--- src/logic/dacfg_defs.vh ---
// Purpose: offsets, field positions, masks and reset values of the
//          display, audio and equalizer configuration registers
// Assumes: 8-bit registers on an 8-bit register address
// Notes:   definitions only
`ifndef DACFG_DEFS_VH
`define DACFG_DEFS_VH

// register offsets
`define DACFG_OFS_DITHER 8'h29
`define DACFG_OFS_AUDIO 8'h2b
`define DACFG_OFS_EQ 8'h35
`define DACFG_OFS_PGCLK 8'h39

// reset values
`define DACFG_RST_DITHER 8'h00
`define DACFG_RST_AUDIO 8'h00
`define DACFG_RST_EQ 8'h00
`define DACFG_RST_PGCLK 8'h00

// writable bits; the rest are reserved and read as zero
`define DACFG_MASK_DITHER 8'hff
`define DACFG_MASK_AUDIO 8'hc1
`define DACFG_MASK_EQ 8'h70
`define DACFG_MASK_PGCLK 8'h02

// display timing and dither control fields
`define DACFG_BIT_SYNC_MODE 7
`define DACFG_BIT_HSYNC_POL 6
`define DACFG_BIT_VSYNC_POL 5
`define DACFG_BIT_VALID_POL 4
`define DACFG_BIT_DITHER_TWO 3
`define DACFG_BIT_DITHER_ONE 2
`define DACFG_BIT_FINE_TWO_OFF 1
`define DACFG_BIT_FINE_ONE_OFF 0

// audio serial control fields
`define DACFG_BIT_PLL_OVERRIDE 7
`define DACFG_BIT_PLL_OFF 6
`define DACFG_BIT_RISING_EDGE 0

// equalizer control fields
`define DACFG_BIT_EQ_RESTART 6
`define DACFG_BIT_LONG_CABLE_MODE_OVERRIDE 5
`define DACFG_BIT_LONG_CABLE_MODE 4

// pattern generator clock field
`define DACFG_BIT_TEST_PATTERN_INTERNAL_CLOCK 1

// floor width and the floor used outside long-cable mode
`define DACFG_FLOOR_W 4
`define DACFG_FLOOR_DEFAULT 4'h0

`endif

--- src/logic/dacfg_eq_src.v ---
// Purpose: resolves long-cable mode source and the equalizer floor
// Assumes: strap level is caught by the parent after reset release
// Notes:   one cycle of latency on every output
`timescale 1ns/1ns
`include "dacfg_defs.vh"
`default_nettype none
module dacfg_eq_src (
    input wire ref_clk,
    input wire rst_b,
    input wire lcblOverride,
    input wire lcblReg,
    input wire lcblStrap,
    input wire [`DACFG_FLOOR_W-1:0] floorIn,
    output reg longCableMode_ff,
    output reg [`DACFG_FLOOR_W-1:0] eqFloor_ff
);
    wire longCable;
    assign longCable = lcblOverride ? lcblReg : lcblStrap;

    always @(posedge ref_clk or negedge rst_b)
    begin
        if (!rst_b)
        begin
            longCableMode_ff <= 1'b0;
            eqFloor_ff <= `DACFG_FLOOR_DEFAULT;
        end
        else
        begin
            longCableMode_ff <= longCable;
            eqFloor_ff <= longCable ? floorIn : `DACFG_FLOOR_DEFAULT;
        end
    end
endmodule // dacfg_eq_src
`default_nettype wire

--- src/logic/dacfg_regs.v ---
// Purpose: display timing, dither, audio serial, equalizer and pattern
//          clock configuration registers with their decoded controls
// Assumes: the serial control bus slave presents one-cycle read and write
//          strobes with an 8-bit offset, synchronous to ref_clk
// Notes:   read data appears one edge after the read strobe and holds
//
// Behaviour
// - bit 7 at 0x29 picks sync timing when 1 and pixel-valid-only timing when 0.
// - bit 6 at 0x29 makes the horizontal sync output active low when 1.
// - bit 5 at 0x29 makes the vertical sync output active low when 1.
// - bit 4 at 0x29 makes pixel_valid active low when 1.
// - bits 3 and 2 at 0x29 enable dither stages two and one, both off at reset.
// - bits 1 and 0 at 0x29 disable fine dither stages two and one, both on at reset.
// - bit 7 at 0x2b overrides the automatic audio PLL control when 1.
// - bit 6 at 0x2b turns the audio PLL and its jitter cleaning off when 1.
// - bit 0 at 0x2b strobes serial audio data on the rising edge when 1, else falling.
// - bit 6 at 0x35 holds the equalizer in restart from its floor while it is 1.
// - the restart bit never clears itself; software writes 1 then 0.
// - bit 5 at 0x35 takes long-cable mode from the register when 1, else from the strap.
// - bit 4 at 0x35 sets long-cable mode under register control, which uses the stored floor.
// - bit 1 at 0x39 selects the internal pattern clock when 1, external when 0.
// - the long-cable floor is bits 3:0 of the min/max register at 0x45.
`timescale 1ns/1ns
`include "dacfg_defs.vh"
`default_nettype none
module dacfg_regs (
    input wire ref_clk,
    input wire rst_b,
    input wire [7:0] regAddr,
    input wire regWrEn,
    input wire [7:0] regWrData,
    input wire regRdEn,
    output reg [7:0] regRdData_ff,
    input wire longCableStrap,
    input wire [`DACFG_FLOOR_W-1:0] eqFloorReg,
    input wire rawHorizontalSync,
    input wire rawVerticalSync,
    input wire rawPixelValid,
    output wire horizontalSyncOut,
    output wire verticalSyncOut,
    output wire pixelValidOut,
    output reg syncTimingMode_ff,
    output reg ditherStageTwoEn_ff,
    output reg ditherStageOneEn_ff,
    output reg fineDitherStageTwoEn_ff,
    output reg fineDitherStageOneEn_ff,
    output reg audioPllOverride_ff,
    output reg audioPllRun_ff,
    output reg audioRisingEdge_ff,
    output reg eqRestart_ff,
    output wire longCableMode,
    output wire [`DACFG_FLOOR_W-1:0] eqFloor,
    output reg testPatternInternalClock_ff
);
    // stored register images
    reg [7:0] ditherCtrl_ff;
    reg [7:0] audioCtrl_ff;
    reg [7:0] eqCtrl_ff;
    reg [7:0] pgClkCtrl_ff;
    reg [7:0] nxt_regRdData;

    // strap capture
    reg strapTaken_ff;
    reg strapLevel_ff;

    // write decode
    wire wrDither;
    wire wrAudio;
    wire wrEq;
    wire wrPgClk;

    assign wrDither = regWrEn & (regAddr == `DACFG_OFS_DITHER);
    assign wrAudio = regWrEn & (regAddr == `DACFG_OFS_AUDIO);
    assign wrEq = regWrEn & (regAddr == `DACFG_OFS_EQ);
    assign wrPgClk = regWrEn & (regAddr == `DACFG_OFS_PGCLK);

    // display timing and dither register
    always @(posedge ref_clk or negedge rst_b)
    begin
        if (!rst_b)
        begin
            ditherCtrl_ff <= `DACFG_RST_DITHER;
        end
        else if (wrDither)
        begin
            ditherCtrl_ff <= regWrData & `DACFG_MASK_DITHER;
        end
    end

    // audio serial register
    always @(posedge ref_clk or negedge rst_b)
    begin
        if (!rst_b)
        begin
            audioCtrl_ff <= `DACFG_RST_AUDIO;
        end
        else if (wrAudio)
        begin
            audioCtrl_ff <= regWrData & `DACFG_MASK_AUDIO;
        end
    end

    // equalizer control register
    always @(posedge ref_clk or negedge rst_b)
    begin
        if (!rst_b)
        begin
            eqCtrl_ff <= `DACFG_RST_EQ;
        end
        else if (wrEq)
        begin
            eqCtrl_ff <= regWrData & `DACFG_MASK_EQ;
        end
    end

    // pattern generator clock register
    always @(posedge ref_clk or negedge rst_b)
    begin
        if (!rst_b)
        begin
            pgClkCtrl_ff <= `DACFG_RST_PGCLK;
        end
        else if (wrPgClk)
        begin
            pgClkCtrl_ff <= regWrData & `DACFG_MASK_PGCLK;
        end
    end

    // strap is sampled on the first edge after reset release, never
    // under the asynchronous reset itself, and then held until the next reset
    always @(posedge ref_clk or negedge rst_b)
    begin
        if (!rst_b)
        begin
            strapTaken_ff <= 1'b0;
            strapLevel_ff <= 1'b0;
        end
        else if (!strapTaken_ff)
        begin
            strapTaken_ff <= 1'b1;
            strapLevel_ff <= longCableStrap;
        end
    end

    // read mux; unmapped offsets read as zero
    always @*
    begin
        nxt_regRdData = regRdData_ff;
        if (regRdEn)
        begin
            case (regAddr)
                `DACFG_OFS_DITHER:
                begin
                    nxt_regRdData = ditherCtrl_ff;
                end
                `DACFG_OFS_AUDIO:
                begin
                    nxt_regRdData = audioCtrl_ff;
                end
                `DACFG_OFS_EQ:
                begin
                    nxt_regRdData = eqCtrl_ff;
                end
                `DACFG_OFS_PGCLK:
                begin
                    nxt_regRdData = pgClkCtrl_ff;
                end
                default:
                begin
                    nxt_regRdData = 8'h00;
                end
            endcase
        end
    end

    always @(posedge ref_clk or negedge rst_b)
    begin
        if (!rst_b)
        begin
            regRdData_ff <= 8'h00;
        end
        else
        begin
            regRdData_ff <= nxt_regRdData;
        end
    end

    // decoded controls, each one flop behind its register image so
    // that every output leaves straight from a flop
    // timing mode select
    always @(posedge ref_clk or negedge rst_b)
    begin
        if (!rst_b)
        begin
            syncTimingMode_ff <= 1'b0;
        end
        else
        begin
            syncTimingMode_ff <= ditherCtrl_ff[`DACFG_BIT_SYNC_MODE];
        end
    end

    always @(posedge ref_clk or negedge rst_b)
    begin
        if (!rst_b)
        begin
            ditherStageTwoEn_ff <= 1'b0;
        end
        else
        begin
            ditherStageTwoEn_ff <= ditherCtrl_ff[`DACFG_BIT_DITHER_TWO];
        end
    end

    always @(posedge ref_clk or negedge rst_b)
    begin
        if (!rst_b)
        begin
            ditherStageOneEn_ff <= 1'b0;
        end
        else
        begin
            ditherStageOneEn_ff <= ditherCtrl_ff[`DACFG_BIT_DITHER_ONE];
        end
    end

    always @(posedge ref_clk or negedge rst_b)
    begin
        if (!rst_b)
        begin
            fineDitherStageTwoEn_ff <= 1'b1;
        end
        else
        begin
            fineDitherStageTwoEn_ff <= ~ditherCtrl_ff[`DACFG_BIT_FINE_TWO_OFF];
        end
    end

    always @(posedge ref_clk or negedge rst_b)
    begin
        if (!rst_b)
        begin
            fineDitherStageOneEn_ff <= 1'b1;
        end
        else
        begin
            fineDitherStageOneEn_ff <= ~ditherCtrl_ff[`DACFG_BIT_FINE_ONE_OFF];
        end
    end

    always @(posedge ref_clk or negedge rst_b)
    begin
        if (!rst_b)
        begin
            audioPllOverride_ff <= 1'b0;
        end
        else
        begin
            audioPllOverride_ff <= audioCtrl_ff[`DACFG_BIT_PLL_OVERRIDE];
        end
    end

    always @(posedge ref_clk or negedge rst_b)
    begin
        if (!rst_b)
        begin
            audioPllRun_ff <= 1'b1;
        end
        else
        begin
            audioPllRun_ff <= ~audioCtrl_ff[`DACFG_BIT_PLL_OFF];
        end
    end

    always @(posedge ref_clk or negedge rst_b)
    begin
        if (!rst_b)
        begin
            audioRisingEdge_ff <= 1'b0;
        end
        else
        begin
            audioRisingEdge_ff <= audioCtrl_ff[`DACFG_BIT_RISING_EDGE];
        end
    end

    always @(posedge ref_clk or negedge rst_b)
    begin
        if (!rst_b)
        begin
            eqRestart_ff <= 1'b0;
        end
        else
        begin
            eqRestart_ff <= eqCtrl_ff[`DACFG_BIT_EQ_RESTART];
        end
    end

    always @(posedge ref_clk or negedge rst_b)
    begin
        if (!rst_b)
        begin
            testPatternInternalClock_ff <= 1'b0;
        end
        else
        begin
            testPatternInternalClock_ff <= pgClkCtrl_ff[`DACFG_BIT_TEST_PATTERN_INTERNAL_CLOCK];
        end
    end

    // sync polarity uses the register image directly, not the decoded
    // copy, to keep the pixel path at a single cycle of latency
    dacfg_sync_pol uSyncPol (
        .ref_clk(ref_clk),
        .rst_b(rst_b),
        .syncMode(ditherCtrl_ff[`DACFG_BIT_SYNC_MODE]),
        .hsyncActiveLow(ditherCtrl_ff[`DACFG_BIT_HSYNC_POL]),
        .vsyncActiveLow(ditherCtrl_ff[`DACFG_BIT_VSYNC_POL]),
        .validActiveLow(ditherCtrl_ff[`DACFG_BIT_VALID_POL]),
        .rawHorizontalSync(rawHorizontalSync),
        .rawVerticalSync(rawVerticalSync),
        .rawPixelValid(rawPixelValid),
        .horizontalSyncOut_ff(horizontalSyncOut),
        .verticalSyncOut_ff(verticalSyncOut),
        .pixelValidOut_ff(pixelValidOut)
    );

    // until the strap is caught the equalizer sees short-cable mode
    dacfg_eq_src uEqSrc (
        .ref_clk(ref_clk),
        .rst_b(rst_b),
        .lcblOverride(eqCtrl_ff[`DACFG_BIT_LONG_CABLE_MODE_OVERRIDE]),
        .lcblReg(eqCtrl_ff[`DACFG_BIT_LONG_CABLE_MODE]),
        .lcblStrap(strapLevel_ff),
        .floorIn(eqFloorReg),
        .longCableMode_ff(longCableMode),
        .eqFloor_ff(eqFloor)
    );
endmodule // dacfg_regs
`default_nettype wire

--- src/logic/dacfg_sync_pol.v ---
// Purpose: applies timing mode and output polarities to pixel_valid and syncs
// Assumes: raw inputs are active high and synchronous to ref_clk
// Notes:   one cycle of latency on every output
`timescale 1ns/1ns
`default_nettype none
module dacfg_sync_pol (
    input wire ref_clk,
    input wire rst_b,
    input wire syncMode,
    input wire hsyncActiveLow,
    input wire vsyncActiveLow,
    input wire validActiveLow,
    input wire rawHorizontalSync,
    input wire rawVerticalSync,
    input wire rawPixelValid,
    output reg horizontalSyncOut_ff,
    output reg verticalSyncOut_ff,
    output reg pixelValidOut_ff
);
    // in pixel-valid-only mode the syncs rest at their inactive level
    wire hsyncLevel;
    wire vsyncLevel;
    assign hsyncLevel = syncMode & rawHorizontalSync;
    assign vsyncLevel = syncMode & rawVerticalSync;

    always @(posedge ref_clk or negedge rst_b)
    begin
        if (!rst_b)
        begin
            // polarity bits reset to active high, so idle is low
            horizontalSyncOut_ff <= 1'b0;
            verticalSyncOut_ff <= 1'b0;
            pixelValidOut_ff <= 1'b0;
        end
        else
        begin
            horizontalSyncOut_ff <= hsyncLevel ^ hsyncActiveLow;
            verticalSyncOut_ff <= vsyncLevel ^ vsyncActiveLow;
            pixelValidOut_ff <= rawPixelValid ^ validActiveLow;
        end
    end
endmodule // dacfg_sync_pol
`default_nettype wire

--- config.mk ---
export PLATFORM = sky130hd
export DESIGN_NAME = dacfg_regs
export DESIGN_NICKNAME = d
export VERILOG_FILES = /design/src/logic/dacfg_eq_src.v /design/src/logic/dacfg_regs.v /design/src/logic/dacfg_sync_pol.v
export VERILOG_INCLUDE_DIRS = /design/src /design/src/logic
export SDC_FILE = /design/constraint.sdc
export NUM_CORES = 1
export LEC_CHECK = 0
export BUFFER_PORTS_ARGS = -buffer_cell sky130_fd_sc_hd__buf_2
export CELL_PAD_IN_SITES_DETAIL_PLACEMENT = 0
export CELL_PAD_IN_SITES_GLOBAL_PLACEMENT = 1
export CORE_MARGIN = 4
export CORE_UTILIZATION = 25
export DETAILED_ROUTE_END_ITERATION = 12
export PLACE_DENSITY_LB_ADDON = 0.1
export SLEW_MARGIN = 20
export SYNTH_ARGS = -nofsm -noshare
export SYNTH_HDL_FRONTEND = slang
export SYNTH_SLANG_ARGS = --single-unit
--- constraint.sdc ---
create_clock -name ref_clk -period 1.6 [get_ports ref_clk]
set_clock_uncertainty 0.15 [all_clocks]
set_input_delay 0.32 -clock ref_clk [delete_from_list [all_inputs] [get_ports ref_clk]]
set_output_delay 0.32 -clock ref_clk [all_outputs]
set_load 0.1 [all_outputs]
# == Word level (Yosys, flattened, before mapping) ==
# Index checks and enable logic that the tools add are counted.
# totals
reg_bits,43
in_bits,28
word_cells,41
# op_classes
muxes,3
eq_ne,4
n_bitwise,12
# op_table
operator,n
$eq A8 B6 Y1 const B,4
$pmux W8 S4,1
$and A1 B1 Y1,6
$mux W4,1
$not A1 Y1,3
$xor A1 B1 Y1,3
$mux W1,1

# == Depth between registers and ports, before layout ==
# logic_depth
ltp_word,2
ltp_mapped,4

# == By module ==
# Synthesis repeated with hierarchy kept, for this count alone.
# hier_totals
cells_unflattened,120
area_unflattened_um2,1682.9
# by_module_without_submodules
module,area_each_um2,cells_per_inst,seq_area_each_um2,instances
dacfg_regs,1406.3,101,879.6,1
dacfg_eq_src,167.7,11,125.1,1
dacfg_sync_pol,108.9,8,75.1,1

# == Least setup slack after synthesis ==
# Ideal clock, no wire load.
# synth_timing
kind,input-to-reg
startpoint,input port regAddr[7]
endpoint,register eqCtrl_ff[4]
arrival_time_ns,1.298
required_ns,1.325
stages,4
path_slack_ns,0.027
path_cell_list,nor3b_4 nand3_2 nor4_4 mux2_2
# synth_between
elab_chain_len,2
# synth_rtl
item,line,rtl
"start, declared",dacfg_regs.v:29,"input wire [7:0] regAddr,"
$eq A8 B6 Y1,--,
$and A1 B1 Y1,dacfg_regs.v:74,assign wrEq = regWrEn & (regAddr == `DACFG_OFS_EQ);
"end signal, assigned",dacfg_regs.v:108,eqCtrl_ff <= `DACFG_RST_EQ;
"end signal, assigned",dacfg_regs.v:112,eqCtrl_ff <= regWrData & `DACFG_MASK_EQ;
"end, declared",dacfg_regs.v:58,reg [7:0] eqCtrl_ff;
# No other way between the ends.
# A chain may end at the register's enable or synchronous reset.

# == Worst setup path after layout ==
# layout_timing
startpoint,register regRdData_ff[6]
endpoint,output port regRdData_ff[6]
# layout_rtl
item,line,rtl
"start, declared",dacfg_regs.v:33,"output reg [7:0] regRdData_ff,"
"start signal, assigned",dacfg_regs.v:184,regRdData_ff <= nxt_regRdData;
# No word-level cell between the ends.

==> results.json <==
{
  "ant_nets": 0,
  "antenna_cells": 0,
  "setup_viol": 0,
  "async_flop_share_pct": 100,
  "ys_seq_area_share_pct": 63.7,
  "wire_per_inst_um": 14.0,
  "end_kind": "output port",
  "syn_area_sq_um": 1700,
  "antenna_found_initial": 0,
  "vias": 1178,
  "io_pins": 54,
  "cts_setup_buffers": 0,
  "syn-num-nets": 150,
  "powerDensity_nw_per_um2": 1080,
  "fp.dieH_um": 90.4,
  "start_util_pct": 26.2,
  "grt_pass1_wl_um": 6440,
  "nets": 224,
  "internal_power_mw": 1.88,
  "avgViaCountPerCell": 4.30,
  "placed_cells": 265,
  "switchingPower_uw": 693,
  "cts-root-buf": "clkbuf_8",
  "die_x_um": 90.4,
  "yosysWarnings": 0,
  "syn-mean-instance-area_sq_um": 13.9,
  "synth.distinct_cells": 31,
  "cp.required_ps": 1130,
  "drv_cap": 0,
  "netlist.area_leader.share_pct": 59.0,
  "gp_congestion": 0.731,
  "min_path_type": "input port to flop",
  "tns_ps": 0,
  "path_cells": "buf_2",
  "rsz0062_at_grt": "no",
  "drc": 0,
  "pwr-share-seq_pct": 45.2,
  "synth-seq-cells": 43,
  "max_clock_freq_mhz": 636,
  "tritoncts": "done",
  "clock_path_buffers": 2,
  "syn_to_final_growth_pct": 40.1,
  "clkTransAtPathRegs_ps": 80,
  "row_count": 29,
  "cts.sinks": 43,
  "min_period_over_period_pct": 98.2,
  "grt_max_degree": 44,
  "port_buffers": 53,
  "drtPass1Iterations": 4,
  "drive_above_1_share_pct": 52.3,
  "synth-edff-count": 0,
  "crit_type": "flop to output port",
  "crit_arrival_ps": 1100,
  "swShare_pct": 27.0,
  "fp.coreArea_sq_um": 6460,
  "die-area_sq_um": 8160,
  "yosys-top-cells-area": "dfrtp_1, mux2_2, dfstp_2, inv_1, o22ai_1",
  "htree_num_levels": 2,
  "first_iter_violations": 34,
  "post-route-min-period_ps": 1570,
  "utilization_pct": 36.8,
  "startpoint_type": "flop",
  "run_status": "complete, no violations",
  "synth_top_flop_cell": "dfrtp_1",
  "hpwl_um": 2910,
  "track_usage_pct": 9.98,
  "synthTopCellsByCount": "dfrtp_1, mux2_2, inv_1",
  "overflow": 0,
  "power_frac_comb_pct": 16.5,
  "synth_most_common_cell": "dfrtp_1",
  "instances_no_fill": 274,
  "ir_drop_v": 0.000427,
  "hold_violations": 0,
  "p_leak_nw": 1.18,
  "crit_slowest_cell": "buf_2",
  "drt-total-wl_um": 3850,
  "drv_slew": 0,
  "insertion_delay_ps": 290,
  "critPathMaxFanout": 2,
  "cts_buffers": 5,
  "path_delay_family": "buffers and inverters",
  "syn_inst": 122,
  "num-fill-cells": 648,
  "power_frac_clock_pct": 38.3,
  "grt_pass1_vias": 1295,
  "cp_num_buf_inv": 1,
  "yosys.area.top_type": "dfrtp_1",
  "cpPeakStageDelay_ps": 440
}
==> state kept, by name, summed over array words and instances, names as in the netlist, 3 cells and up <==
register and flops:
regRdData_ff 8, ditherCtrl_ff 8, uEqSrc.eqFloor_ff 4, audioCtrl_ff 3, eqCtrl_ff 3
==> cell usage in the layout, fill, tap and decap left out, types with 4 or more instances in the layout <==
master     n
nor2b_1    4
inv_1     12
mux2_2    17
buf_2     48
dfrtp_1   40
buf_12     5
nand2_1   10
buf_4     13
o22ai_1    7
clkbuf_8   5
==> through the flow <==
stage / power, mW / hold slack [ps] / worst slack, ps / cell area, sq um
2_1_floorplan: 1.46 / -126 / 27.0 / 1700
3_3_place_gp: 1.61 / 161 / -175 / 2230
3_5_place_dp: 1.61 / 165 / -170 / 2230
4_1_cts: 2.62 / 38.6 / 2.56 / 2370
5_1_grt: 2.69 / 49.0 / 1.44 / 2380
6_report: 2.57 / 50.9 / 28.8 / 2380
==> final cells by class <==
type                            count  area (sq um)  share of cell area [%]
Sequential cell                    43          1080                    45.4
Multi-Input combinational cell     66           567                    23.9
Clock buffer                        6          72.6                    3.05
Tap cell                           77          96.3                    4.05
Inverter                           12          45.0                    1.90
Timing Repair Buffer               68           455                    19.2
Clock inverter                      2          60.1                    2.53
==> cells by family after synthesis <==
kind of cell | after synthesis | share of synthesized area [%]
XOR/XNOR | 3 | 1.55
other | 1 | 0.221
buffers and inverters | 13 | 2.88
AND/OR/NAND/NOR | 28 | 12.8
AO/OA/AOI/OAI | 14 | 5.53
flip-flops | 43 | 63.7
multiplexers | 20 | 13.4
==> path summary, 6_finish.rpt <==
path	startpoint	endpoint	slack, ps	cells past startpoint
max reg2reg	ditherCtrl_ff[6]	regRdData_ff[6]	410	3
max in group asynchronous	rst_b	fineDitherStageTwoEn_ff	640	3
max	regRdData_ff[6]	regRdData_ff[6]	30	1
min in group asynchronous	rst_b	syncTimingMode_ff	380	3
min	rawPixelValid	uSyncPol.pixelValidOut_ff	50	2
min reg2reg	ditherCtrl_ff[2]	ditherStageOneEn_ff	250	0
==> timing repair <==
item | in CTS | in global routing
gates resized for setup | 0 | 1
hold endpoints to repair | 40 | 0
hold buffers | 1 | 0
endpoints found under the setup margin | 0 | 1
==> power groups by stage <==
stage	Combinational (mW)	Sequential (mW)	Clock, mW
after floorplan	0.0666	1.39	0
after global placement	0.425	1.18	0
after detailed placement	0.429	1.19	0
after CTS	0.431	1.16	1.03
after global routing	0.450	1.17	1.07
final	0.424	1.16	0.985
==> per-layer routing <==
| metal | share of wire, % | global-route usage (%) | vias up | routed length (um) |
|---|---|---|---|---|
| met5 | 0 | 0 | - | 0 |
| met3 | 6.0 | 3.83 | 2 | 231 |
| met1 | 42 | 12.1 | 579 | 1630 |
| met2 | 51 | 16.4 | 31 | 1960 |
| li1 | - | - | 566 | - |
| met4 | 0.70 | 3.06 | 0 | 27 |
Power figures use the tool's default switching activity.
